`src/inc/pmm_params.svh`:
```
// Constants for the power-mode manager: mode codes, divider codes, timing
// Assumes inclusion by bare name from design files; holds definitions only
`ifndef PMM_PARAMS_SVH
`define PMM_PARAMS_SVH

// Transceiver mode command codes (3 bits)
`define RMODE_SLEEP 3'h0
`define RMODE_IDLE 3'h1
`define RMODE_STANDBY 3'h2
`define RMODE_SYNTH 3'h3
`define RMODE_TX 3'h4
`define RMODE_RX 3'h5

// Clock output divider select codes: divide by 2**code, code 0..5
`define CLKDIV_MAX_CODE 3'h5

// Reset-recovery hold after waking from the deepest stop state, in ns
`define RECOVERY_NS 2000
`define CLK_PERIOD_NS 40
`define RECOVERY_CYCLES ((`RECOVERY_NS + `CLK_PERIOD_NS - 1) / `CLK_PERIOD_NS)

// Peripheral module count for clock gating
`define NUM_PERIPH 8

`endif

```
`src/inc/pmm_pkg.sv`:
```
// Types shared by the power-mode manager files
// Assumes nothing outside itself
package pmm_pkg;
   // Transceiver operating mode
   typedef enum logic [2:0] {
      RM_SLEEP = 3'h0,
      RM_IDLE = 3'h1,
      RM_STANDBY = 3'h2,
      RM_SYNTH = 3'h3,
      RM_TX = 3'h4,
      RM_RX = 3'h5
   } radio_mode_t;

   // Microcontroller power state
   typedef enum logic [2:0] {
      MS_RUN = 3'h0,
      MS_WAIT = 3'h1,
      MS_RET_STOP = 3'h2,
      MS_DEEP_STOP = 3'h3,
      MS_RECOVER = 3'h4
   } mcu_state_t;
endpackage

```
`src/verilog/clk_divider.sv`:
```
// Programmable power-of-two divider for the divided clock output
// Assumes an enable tick on every reference edge, two per reference period,
// so code 0 runs at the reference rate and code 5 at one thirty-second of it
`timescale 1ns/1ns
`include "pmm_params.svh"
module clk_divider #(
   parameter int CNT_W = 6
) (
   input wire logic mclk_in,
   input wire logic sys_rst_in,
   input wire logic ce_in,
   input wire logic run_in,
   input wire logic [2:0] div_sel_in,
   output logic clk_div_out
);
   logic [CNT_W-1:0] cnt_ff; // Free-running count of reference edges
   logic clk_ff; // Registered divided clock
   logic [2:0] sel; // Clamped selector

   // Codes above the largest divider are clamped to it
   always_comb begin
      sel = (div_sel_in > `CLKDIV_MAX_CODE) ? `CLKDIV_MAX_CODE : div_sel_in;
   end

   // Counter clears while the oscillator is off, and the output is held low
   always_ff @(posedge mclk_in) begin
      if (sys_rst_in) begin
         cnt_ff <= '0;
      end else if (ce_in) begin
         if (run_in) begin
            cnt_ff <= cnt_ff + CNT_W'(1);
         end else begin
            cnt_ff <= '0;
         end
      end
   end

   // Code n taps counter bit n, so each code up to 5 halves the rate of the one below;
   // codes 6 and 7 are clamped to tap bit 5 like code 5; needs at least six counter bits
   always_ff @(posedge mclk_in) begin
      if (sys_rst_in) begin
         clk_ff <= 1'b0;
      end else if (ce_in) begin
         if (!run_in) begin
            clk_ff <= 1'b0;
         end else begin
            clk_ff <= cnt_ff[sel];
         end
      end
   end

   assign clk_div_out = clk_ff;
endmodule

```
`src/verilog/sip_power_mode_manager.sv`:
```
// Power-mode manager for a two-die node: radio mode and MCU power states
// Assumes mode commands come from the control-port decoder on mclk_in;
// wake inputs from pins are asynchronous and are synchronised here
//
// Contract
// RULE1 - Sleep turns every regulator, oscillator, RF off
// RULE2 - Idle keeps main regulator and RC oscillator
// RULE3 - Standby keeps main regulator and crystal oscillator
// RULE4 - Synth-ready mode keeps the synthesizer running
// RULE5 - Transmitter only in TX, receiver only RX
// RULE6 - Radio mode changes only on command
// RULE7 - Host selects radio mode over control port
// RULE8 - Deepest stop keeps RAM, pins; oscillator off
// RULE9 - Deepest stop wake runs full reset recovery
// RULE10 - Retentive stop keeps RAM, registers, pins; oscillator configurable
// RULE11 - Retentive stop wake resumes via interrupt request
// RULE12 - Wait is shallower than either stop
// RULE13 - Wake from keyboard, UART and RTC
// RULE14 - Peripheral clock gating per module
// RULE15 - Clock output reference divided 1..32
// RULE16 - Host drives radio hardware reset from GPIO
// RULE17 - Exactly one radio mode, one-hot encoding
`timescale 1ns/1ns
`include "pmm_params.svh"
module sip_power_mode_manager #(
   parameter int NUM_PERIPH = `NUM_PERIPH,
   parameter int RECOVERY_CYCLES = `RECOVERY_CYCLES
) (
   input wire logic mclk_in,
   input wire logic sys_rst_in,
   input wire logic ce_in,
   input wire logic radio_rst_in,
   input wire logic mode_wr_in,
   input wire logic [2:0] mode_in,
   input wire logic [2:0] clk_div_sel_in,
   input wire logic ref_tick_in,
   input wire logic wait_exec_in,
   input wire logic ret_stop_req_in,
   input wire logic deep_stop_req_in,
   input wire logic ret_stop_osc_en_in,
   input wire logic keyboard_wake_interrupt_in,
   input wire logic uart_rx_in,
   input wire logic rtc_wake_in,
   input wire logic irq_in,
   input wire logic [NUM_PERIPH-1:0] periph_clk_en_in,
   output logic [5:0] mode_onehot_out,
   output logic [2:0] mode_out,
   output logic main_reg_en_out,
   output logic rc_osc_en_out,
   output logic xtal_osc_en_out,
   output logic synth_en_out,
   output logic tx_en_out,
   output logic rx_en_out,
   output logic radio_general_pin_five_out,
   output logic [2:0] mcu_state_out,
   output logic cpu_clk_en_out,
   output logic main_osc_en_out,
   output logic ram_retain_out,
   output logic reg_retain_out,
   output logic pin_hold_out,
   output logic mcu_reset_out,
   output logic wake_irq_out,
   output logic [NUM_PERIPH-1:0] periph_clk_out
);
   pmm_pkg::radio_mode_t mode_ff; // Current radio mode
   pmm_pkg::radio_mode_t nxt_mode; // Next radio mode
   pmm_pkg::mcu_state_t mcu_ff; // Current MCU power state
   pmm_pkg::mcu_state_t nxt_mcu; // Next MCU power state
   logic [2:0] kb_sync_ff; // Keyboard wake synchroniser
   logic [2:0] uart_sync_ff; // UART line synchroniser
   logic [2:0] rtc_sync_ff; // RTC wake synchroniser
   logic kb_ff; // Filtered keyboard level
   logic uart_ff; // Filtered UART level
   logic rtc_ff; // Filtered RTC level
   logic wake; // Any wake event this cycle
   logic [15:0] rec_cnt_ff; // Reset-recovery countdown
   logic irq_ff; // Wake interrupt request, sticky
   logic [5:0] nxt_onehot; // Decoded mode bits
   logic main_reg_ff; // Registered main regulator enable
   logic rc_ff; // Registered RC oscillator enable
   logic xtal_ff; // Registered crystal enable
   logic synth_ff; // Registered synthesizer enable
   logic tx_ff; // Registered transmitter enable
   logic rx_ff; // Registered receiver enable
   logic [5:0] onehot_ff; // Registered one-hot mode
   logic [NUM_PERIPH-1:0] pclk_ff; // Registered peripheral clock enables

   // Radio mode register; illegal codes ignored so the mode never drifts
   always_comb begin
      nxt_mode = mode_ff;
      if (mode_wr_in && mode_in <= `RMODE_RX) begin // RULE7
         nxt_mode = pmm_pkg::radio_mode_t'(mode_in); // RULE6
      end
   end

   // Radio reset from the host GPIO overrides any command
   always_ff @(posedge mclk_in) begin
      if (sys_rst_in || radio_rst_in) begin // RULE16
         mode_ff <= pmm_pkg::RM_SLEEP;
      end else if (ce_in) begin
         mode_ff <= nxt_mode; // RULE6
      end
   end

   // Decode mode into one-hot; no two bits ever set together
   always_comb begin
      nxt_onehot = 6'h00;
      nxt_onehot[mode_ff] = 1'b1; // RULE17
   end

   // Resource enables per mode, registered so outputs are glitch free
   always_ff @(posedge mclk_in) begin
      if (sys_rst_in) begin
         main_reg_ff <= 1'b0;
         rc_ff <= 1'b0;
         xtal_ff <= 1'b0;
         synth_ff <= 1'b0;
         tx_ff <= 1'b0;
         rx_ff <= 1'b0;
         onehot_ff <= 6'h01;
      end else if (ce_in) begin
         onehot_ff <= nxt_onehot; // RULE17
         case (mode_ff)
            pmm_pkg::RM_SLEEP: begin // RULE1
               main_reg_ff <= 1'b0;
               rc_ff <= 1'b0;
               xtal_ff <= 1'b0;
               synth_ff <= 1'b0;
               tx_ff <= 1'b0;
               rx_ff <= 1'b0;
            end
            pmm_pkg::RM_IDLE: begin // RULE2
               main_reg_ff <= 1'b1;
               rc_ff <= 1'b1;
               xtal_ff <= 1'b0;
               synth_ff <= 1'b0;
               tx_ff <= 1'b0;
               rx_ff <= 1'b0;
            end
            pmm_pkg::RM_STANDBY: begin // RULE3
               main_reg_ff <= 1'b1;
               rc_ff <= 1'b0;
               xtal_ff <= 1'b1;
               synth_ff <= 1'b0;
               tx_ff <= 1'b0;
               rx_ff <= 1'b0;
            end
            pmm_pkg::RM_SYNTH: begin // RULE4
               main_reg_ff <= 1'b1;
               rc_ff <= 1'b0;
               xtal_ff <= 1'b1;
               synth_ff <= 1'b1;
               tx_ff <= 1'b0;
               rx_ff <= 1'b0;
            end
            // Active modes keep the synthesizer so the carrier stays locked
            pmm_pkg::RM_TX: begin // RULE5
               main_reg_ff <= 1'b1;
               rc_ff <= 1'b0;
               xtal_ff <= 1'b1;
               synth_ff <= 1'b1;
               tx_ff <= 1'b1;
               rx_ff <= 1'b0;
            end
            pmm_pkg::RM_RX: begin // RULE5
               main_reg_ff <= 1'b1;
               rc_ff <= 1'b0;
               xtal_ff <= 1'b1;
               synth_ff <= 1'b1;
               tx_ff <= 1'b0;
               rx_ff <= 1'b1;
            end
            default: begin
               main_reg_ff <= 1'b0;
               rc_ff <= 1'b0;
               xtal_ff <= 1'b0;
               synth_ff <= 1'b0;
               tx_ff <= 1'b0;
               rx_ff <= 1'b0;
            end
         endcase
      end
   end

   // Divided clock runs only while the crystal is up
   clk_divider #(
      .CNT_W(6)
   ) u_clkdiv (
      .mclk_in(mclk_in),
      .sys_rst_in(sys_rst_in),
      .ce_in(ce_in && ref_tick_in),
      .run_in(xtal_ff),
      .div_sel_in(clk_div_sel_in), // RULE15
      .clk_div_out(radio_general_pin_five_out)
   );

   // Three-stage synchronisers for wake pins
   always_ff @(posedge mclk_in) begin
      if (sys_rst_in) begin
         kb_sync_ff <= 3'h0;
         uart_sync_ff <= 3'h7;
         rtc_sync_ff <= 3'h0;
      end else if (ce_in) begin
         kb_sync_ff <= {kb_sync_ff[1:0], keyboard_wake_interrupt_in};
         uart_sync_ff <= {uart_sync_ff[1:0], uart_rx_in};
         rtc_sync_ff <= {rtc_sync_ff[1:0], rtc_wake_in};
      end
   end

   // Filtered level updates only once stages two and three agree
   always_ff @(posedge mclk_in) begin
      if (sys_rst_in) begin
         kb_ff <= 1'b0;
         uart_ff <= 1'b1;
         rtc_ff <= 1'b0;
      end else if (ce_in) begin
         if (kb_sync_ff[1] == kb_sync_ff[2]) begin
            kb_ff <= kb_sync_ff[2];
         end
         if (uart_sync_ff[1] == uart_sync_ff[2]) begin
            uart_ff <= uart_sync_ff[2];
         end
         if (rtc_sync_ff[1] == rtc_sync_ff[2]) begin
            rtc_ff <= rtc_sync_ff[2];
         end
      end
   end

   // Keyboard and RTC are level wakes; UART wakes on a low (start bit)
   assign wake = kb_ff | ~uart_ff | rtc_ff; // RULE13

   // MCU power state machine
   always_comb begin
      nxt_mcu = mcu_ff;
      case (mcu_ff)
         pmm_pkg::MS_RUN: begin
            if (deep_stop_req_in) begin
               nxt_mcu = pmm_pkg::MS_DEEP_STOP;
            end else if (ret_stop_req_in) begin
               nxt_mcu = pmm_pkg::MS_RET_STOP;
            end else if (wait_exec_in) begin
               nxt_mcu = pmm_pkg::MS_WAIT; // RULE12
            end
         end
         pmm_pkg::MS_WAIT: begin
            // Any interrupt ends wait, as well as the wake sources
            if (wake || irq_in) begin
               nxt_mcu = pmm_pkg::MS_RUN;
            end
         end
         pmm_pkg::MS_RET_STOP: begin
            if (wake) begin
               nxt_mcu = pmm_pkg::MS_RUN; // RULE11
            end
         end
         pmm_pkg::MS_DEEP_STOP: begin
            if (wake) begin
               nxt_mcu = pmm_pkg::MS_RECOVER; // RULE9
            end
         end
         pmm_pkg::MS_RECOVER: begin
            if (rec_cnt_ff == 16'h0001) begin
               nxt_mcu = pmm_pkg::MS_RUN;
            end
         end
         default: begin
            nxt_mcu = pmm_pkg::MS_RUN;
         end
      endcase
   end

   always_ff @(posedge mclk_in) begin
      if (sys_rst_in) begin
         mcu_ff <= pmm_pkg::MS_RUN;
      end else if (ce_in) begin
         mcu_ff <= nxt_mcu;
      end
   end

   // Recovery countdown loaded on wake from deepest stop
   always_ff @(posedge mclk_in) begin
      if (sys_rst_in) begin
         rec_cnt_ff <= 16'h0000;
      end else if (ce_in) begin
         if (mcu_ff == pmm_pkg::MS_DEEP_STOP && wake) begin
            rec_cnt_ff <= 16'(RECOVERY_CYCLES); // RULE9
         end else if (rec_cnt_ff != 16'h0000) begin
            rec_cnt_ff <= rec_cnt_ff - 16'h0001;
         end
      end
   end

   // Wake interrupt: set on retentive wake, cleared once the interrupt is
   // taken back in run; set wins over clear
   always_ff @(posedge mclk_in) begin
      if (sys_rst_in) begin
         irq_ff <= 1'b0;
      end else if (ce_in) begin
         if (mcu_ff == pmm_pkg::MS_RET_STOP && wake) begin
            irq_ff <= 1'b1; // RULE11
         end else if (mcu_ff == pmm_pkg::MS_RUN && irq_in) begin
            irq_ff <= 1'b0;
         end
      end
   end

   // Peripheral clocks gated per module; all off in stop states
   always_ff @(posedge mclk_in) begin
      if (sys_rst_in) begin
         pclk_ff <= '0;
      end else if (ce_in) begin
         if (mcu_ff == pmm_pkg::MS_RUN || mcu_ff == pmm_pkg::MS_WAIT) begin
            pclk_ff <= periph_clk_en_in; // RULE14
         end else begin
            pclk_ff <= '0;
         end
      end
   end

   // MCU power outputs decoded from state; retention differs by depth
   always_comb begin
      cpu_clk_en_out = (mcu_ff == pmm_pkg::MS_RUN); // RULE12
      main_osc_en_out = 1'b1;
      ram_retain_out = 1'b0;
      reg_retain_out = 1'b0;
      pin_hold_out = 1'b0;
      if (mcu_ff == pmm_pkg::MS_DEEP_STOP) begin // RULE8
         main_osc_en_out = 1'b0;
         ram_retain_out = 1'b1;
         pin_hold_out = 1'b1;
      end else if (mcu_ff == pmm_pkg::MS_RET_STOP) begin // RULE10
         main_osc_en_out = ret_stop_osc_en_in;
         ram_retain_out = 1'b1;
         reg_retain_out = 1'b1;
         pin_hold_out = 1'b1;
      end
   end

   assign mcu_reset_out = (mcu_ff == pmm_pkg::MS_RECOVER); // RULE9
   assign mcu_state_out = mcu_ff;
   assign wake_irq_out = irq_ff;
   assign periph_clk_out = pclk_ff;
   assign mode_out = mode_ff;
   assign mode_onehot_out = onehot_ff;
   assign main_reg_en_out = main_reg_ff;
   assign rc_osc_en_out = rc_ff;
   assign xtal_osc_en_out = xtal_ff;
   assign synth_en_out = synth_ff;
   assign tx_en_out = tx_ff;
   assign rx_en_out = rx_ff;
endmodule

```
`config.mk`:
```
export PLATFORM = sky130hd
export DESIGN_NAME = sip_power_mode_manager
export DESIGN_NICKNAME = d
export VERILOG_FILES = /design/src/inc/pmm_pkg.sv /design/src/verilog/clk_divider.sv /design/src/verilog/sip_power_mode_manager.sv
export VERILOG_INCLUDE_DIRS = /design/src /design/src/inc
export SDC_FILE = /design/constraint.sdc
export NUM_CORES = 1
export LEC_CHECK = 0
export BUFFER_PORTS_ARGS = -buffer_cell sky130_fd_sc_hd__buf_4
export CORE_AREA = 10 10 87 89
export DETAILED_ROUTE_END_ITERATION = 16
export DIE_AREA = 0 0 97 99
export GPL_ROUTABILITY_DRIVEN = 0
export MAX_ROUTING_LAYER = met4
export PLACE_DENSITY = 0.72
export SLEW_MARGIN = 20
export SYNTH_ARGS = -nofsm -noshare
export SYNTH_HDL_FRONTEND = slang
export SYNTH_HIERARCHICAL = 1
export SYNTH_SLANG_ARGS = --single-unit
```
`constraint.sdc`:
```
create_clock -name mclk_in -period 2.5 [get_ports mclk_in]
set_input_delay 0.125 -clock mclk_in [delete_from_list [all_inputs] [get_ports mclk_in]]
set_output_delay 0.125 -clock mclk_in [all_outputs]
set_load 0.05 [all_outputs]
```
Yosys cells after proc, flatten, opt, wreduce, memory -nomap -nowiden:

Index checks and enable logic that the tools add are counted.

* add/subtract/negate cells: 2
* order comparisons: 5
* equality and inequality tests: 18
* multiplexer cells: 31
* bitwise gates (word level): 3
* reductions and logical operators: 23

Operators by type and width (count)
* $mux W16: 2
* $mux W3: 8
* $eq A16 B1 Y1 const B: 1
* $mux W1: 16
* $reduce_bool A16 Y1: 1
* $sub A16 B1 Y16 const B: 1
* $pmux W3 S5: 1
* $eq A3 B2 Y1 const B: 4
* $reduce_and A2 Y1: 6
* $eq A3 B3 Y1 const B: 3
* $lt A3 B4 Y1 const B: 2
* $mux W8: 1
* $add A6 B1 Y6 const B: 1
* $eq A3 B1 Y1 const B: 2
* $logic_and A1 B1 Y1: 6
* $mux W6: 1
* $ne A2 B2 Y1 const B: 3
* $reduce_and A6 Y1: 1
* $reduce_or A5 Y1: 1
* $ne A4 B4 Y1 const B: 1
* $reduce_bool A2 Y1: 2
* $reduce_or A4 Y1: 1
* $bmux W1 S3: 1
* $demux W1 S3: 1
* 10 further kinds: 15

* flip-flop bits (word level): 62

Depth between registers and ports, before layout:

* depth after elaboration: 6
* mapped depth: 8
* mapped depth without buffers: 6

Modules after synthesis:

Netlist, hierarchy kept.

Modules (own cells, without submodules)
* sip_power_mode_manager: times used 1, cells each 282, area an instance 2489.9 µm²
* clk_divider: times used 1, cells each 42, area an instance 364.1 µm²

Worst setup path before layout:

OpenSTA, ideal clock, no wires.

* path type: register -> register
* start: register mcu_ff[1] (netlist: mcu_state_out[1])
* end: register irq_ff (netlist: wake_irq_out)
* data arrival time: 2.295 ns
* required time: 2.430 ns
* slack: 0.136 ns
* stages on the path, launching flop included: 5
* path buffers: 0
* period minus slack after synthesis: 2.364 ns
* cell sequence: dfxtp_1 inv_1 nor3_1 a32oi_1 nor2_1

* cells in the longest elaborated chain, start to end: 4

Ends and longest elaborated chain
* start: declaration: RTL line sip_power_mode_manager.sv:67 `pmm_pkg::mcu_state_t mcu_ff;`
* start signal: assignment: RTL line sip_power_mode_manager.sv:274 `mcu_ff <= pmm_pkg::MS_RUN;`
* start signal: assignment: RTL line sip_power_mode_manager.sv:276 `mcu_ff <= nxt_mcu;`
* $eq A3 B2 Y1 or $logic_not A3 Y1 (tied branches): RTL line sip_power_mode_manager.sv:299, sip_power_mode_manager.sv:301
* $logic_and A1 B1 Y1, on equally long branches: RTL line sip_power_mode_manager.sv:299, sip_power_mode_manager.sv:301
* $reduce_bool A2 Y1 (no source line)
* $reduce_and A2 Y1 (no source line)
* end signal: assignment: RTL line sip_power_mode_manager.sv:297 `irq_ff <= 1'b0;`
* end signal: assignment: RTL line sip_power_mode_manager.sv:300 `irq_ff <= 1'b1;`
* end signal: assignment: RTL line sip_power_mode_manager.sv:302 `irq_ff <= 1'b0;`
* end: declaration: RTL line sip_power_mode_manager.sv:77 `logic irq_ff;`

Parallel ways exist; a longest one is shown, timed or not.
A chain may end at the register's enable or synchronous reset.

Final worst setup path:

* start: register rec_cnt_ff[10]
* end: register rec_cnt_ff[11]

* cells in the longest elaborated chain, start to end: 3

Ends and longest elaborated chain
* start: declaration: RTL line sip_power_mode_manager.sv:76 `logic [15:0] rec_cnt_ff;`
* start signal: assignment: RTL line sip_power_mode_manager.sv:286 `rec_cnt_ff <= 16'(RECOVERY_CYCLES);`
* start signal: assignment: RTL line sip_power_mode_manager.sv:288 `rec_cnt_ff <= rec_cnt_ff - 16'h0001;`
* $sub A16 B1 Y16 or $reduce_bool A16 Y1 (tied branches): RTL line sip_power_mode_manager.sv:288, sip_power_mode_manager.sv:287
* $mux W16 or $reduce_bool A2 Y1 (tied branches)
* $mux W16 or $reduce_and A2 Y1 (tied branches)

Parallel ways exist; a longest one is shown, timed or not. The select of a mux whose other input is x is not followed.

==> impl_metrics.json <==
{
  "final_cell_mix": "63 x buf_4, 62 x dfxtp_1, 39 x nor2_1, 31 x a21oi_1, 24 x nand2_1",
  "num-nets-final": 416,
  "cts_max_level": 3,
  "dieArea_mm2": 0.00960,
  "wire_per_inst_um": 15.1,
  "holdWs_ns": 0.0150,
  "powerDensity_mw_per_mm2": 903,
  "worst_pin_slew_ns": 0.761,
  "grt_pass1_wl_mm": 11.4,
  "synth_cell_types": 56,
  "power_frac_clock_pct": 30.2,
  "timing.final.crit_share_pct": 82.6,
  "crit_arrival_ns": 2.26,
  "status": "complete, no violations",
  "p_comb_share_pct": 31.9,
  "setup_ws_ns": 0.435,
  "ys_seq_area_share_pct": 43.5,
  "crit_required_ns": 2.70,
  "worst_setup_path_start_kind": "register",
  "switching_share_pct": 34.9,
  "ys.flop_type": "dfxtp_1",
  "p_sw_mw": 1.12,
  "grt_pass1_vias": 2559,
  "clk_pin_slew_ns": 0.07,
  "fmax_mhz": 484,
  "clockBufferDepth": 2,
  "multi_input_area_mm2": 0.00145,
  "cp_cell_sequence": "or4_4 > a311o_2 > o21ai_2 > or4_2 > a21oi_1",
  "utilization_pct": 60.5,
  "coreArea_mm2": 0.00585,
  "critPathSlowestCell": "or4_4",
  "ys_ff_latch": 62,
  "postRouteAntennaNets": 0,
  "p_seq_share_pct": 37.9,
  "rsz0062_at_grt": "no",
  "synth-edff-count": 0,
  "drc": 0,
  "n_fill_cell": 513,
  "dieHeight_um": 99,
  "antenna_cells": 0,
  "areaGrowthSynthToFinish_pct": 23.9,
  "hold_violations": 0,
  "drive_gt1_share_pct": 23.3,
  "dr.pass1.iters": 4,
  "setup_viol": 0,
  "fin_area_mm2": 0.00354,
  "hp-class": "in -> reg",
  "crit_fanout": 11,
  "maxCapViolCount": 0,
  "fin_worst_skew_ns": 0.00433,
  "setup_tns_ns": 0,
  "synthCells": 324,
  "dpl_worst_slack_ns": 0.446,
  "avgSynthCellArea_um2": 8.81,
  "cts_tree": "built",
  "cts_resized": 0,
  "io-pin-count": 62,
  "drt_iter0_drc": 102,
  "crit_type": "reg -> reg",
  "synth_warnings": 6,
  "vias": 2507,
  "dpl_cell_area_mm2": 0.00331,
  "mappedNetlistArea_mm2": 0.00285,
  "async_flop_share_pct": 0,
  "slowest_delay_ns": 0.58,
  "cts.sinks": 62,
  "crit_path_end_kind": "register",
  "portBuffers": 61,
  "initial_core_util_pct": 48.8,
  "grt_overflow_total": 0,
  "drv_slew": 0,
  "wirelength_mm": 6.96,
  "routed_via_density": 5.43,
  "clockRootBuffer": "clkbuf_8",
  "mostFrequentLayoutCell": "buf_4",
  "ir_drop_uv": 596,
  "row_count": 28,
  "p_leak_nw": 1.48,
  "final-seq-area_mm2": 0.00124,
  "grt_max_degree": 46,
  "antenna_found_initial": 0,
  "grt.total_usage_pct": 14.4,
  "dp_hpwl_mm": 4.80,
  "cell_internal_pwr_mw": 2.08,
  "synthesis.nets": 358,
  "die_x_um": 97,
  "cts_buffers": 9,
  "clock_latency_ns": 0.33,
  "post-route-min-period_ns": 2.06,
  "slew_headroom_pct": 49.2
}
==> metal layers <==
layer	up-vias	routed length, um	track usage [%]
met5	-	0	-
li1	1263	-	-
met3	6	330	4.54
met1	1186	3260	16.1
met2	52	3300	23.7
met4	0	70	5.11
==> cells in the mapped netlist, types with 5 or more instances <==
cell type | n | area [um^2]
a21oi_1 | 31 | 155
clkbuf_1 | 9 | 33.8
dfxtp_1 | 62 | 1240
ha_1 | 6 | 75.1
inv_1 | 14 | 52.6
mux2i_1 | 16 | 160
nand2_1 | 24 | 90.1
nand2b_1 | 6 | 37.5
nand3_1 | 22 | 110
nand4_1 | 5 | 31.3
nor2_1 | 39 | 146
nor3_1 | 7 | 35.0
o21ai_0 | 7 | 35.0
xor2_1 | 12 | 105
==> state kept, by name, indices dropped and copies added (netlist names), 3 cells and up <==
register         cells
mcu_state_out        3
u_clkdiv/cnt_ff      6
rec_cnt_ff          16
uart_sync_ff         3
rtc_sync_ff          3
kb_sync_ff           3
mode_out             3
mode_onehot_out      6
periph_clk_out       8
==> per-stage QoR <==
step,power [mW],std cells
after global routing,3.37,462
after detailed placement,2.24,445
after global placement,2.21,445
after floorplan,2.02,324
after CTS,3.22,462
final,3.20,462
==> power by group through the flow <==
stage	Clock (mW)	Combinational, mW	Sequential [mW]
2_1_floorplan	0	0.754	1.27
3_3_place_gp	0	0.987	1.22
3_5_place_dp	0	1.01	1.23
4_1_cts	0.985	1.02	1.21
5_1_grt	1.02	1.12	1.22
6_report	0.964	1.02	1.21
==> critical path: cells and delay by family, from the launching register on <==
kind | cells | cell delay (ns)
compound gates | 3 | 0.82
simple gates | 2 | 0.75
flops | 1 | 0.36
==> area by class of cell <==
class / instances / area share [%]
Clock buffer: 12 / 4.10
Tap cell: 75 / 2.65
Multi-Input combinational cell: 231 / 41.0
Inverter: 14 / 1.49
Sequential cell: 62 / 35.1
Clock inverter: 4 / 1.98
Timing Repair Buffer: 64 / 13.7
==> repair_timing <==
item | CTS | global route
hold buffers | 1 | 0
endpoints found under the hold margin | 3 | 0
setup buffers | 0 | 0
==> final timing paths <==
path,startpoint,end,slack [ns],cells past startpoint
worst min register to register,rtc_sync_ff[2]$_SDFFE_PP0P_,rtc_ff$_SDFFE_PP0P_,0.47,2
worst max register to register,rec_cnt_ff[10]$_SDFFE_PP0P_,rec_cnt_ff[11]$_SDFFE_PP0P_,0.44,5
worst max-delay path,rec_cnt_ff[10]$_SDFFE_PP0P_,rec_cnt_ff[11]$_SDFFE_PP0P_,0.44,5
worst min-delay path,uart_rx_in,uart_sync_ff[0]$_SDFFE_PP1P_,0.02,3
==> logic make-up (layout without fill, tap and decap cells) <==
group	Yosys count	in the layout	share of synthesized area, %
compound gates	67	67	15.3
xor+xnor	14	14	4.30
fa+ha+maj	6	6	2.63
buf+inv	31	94	5.65
flops	62	62	43.5
mux	16	16	5.61
simple gates	128	128	23.0
No activity file was read; power rests on OpenSTA's default activity.
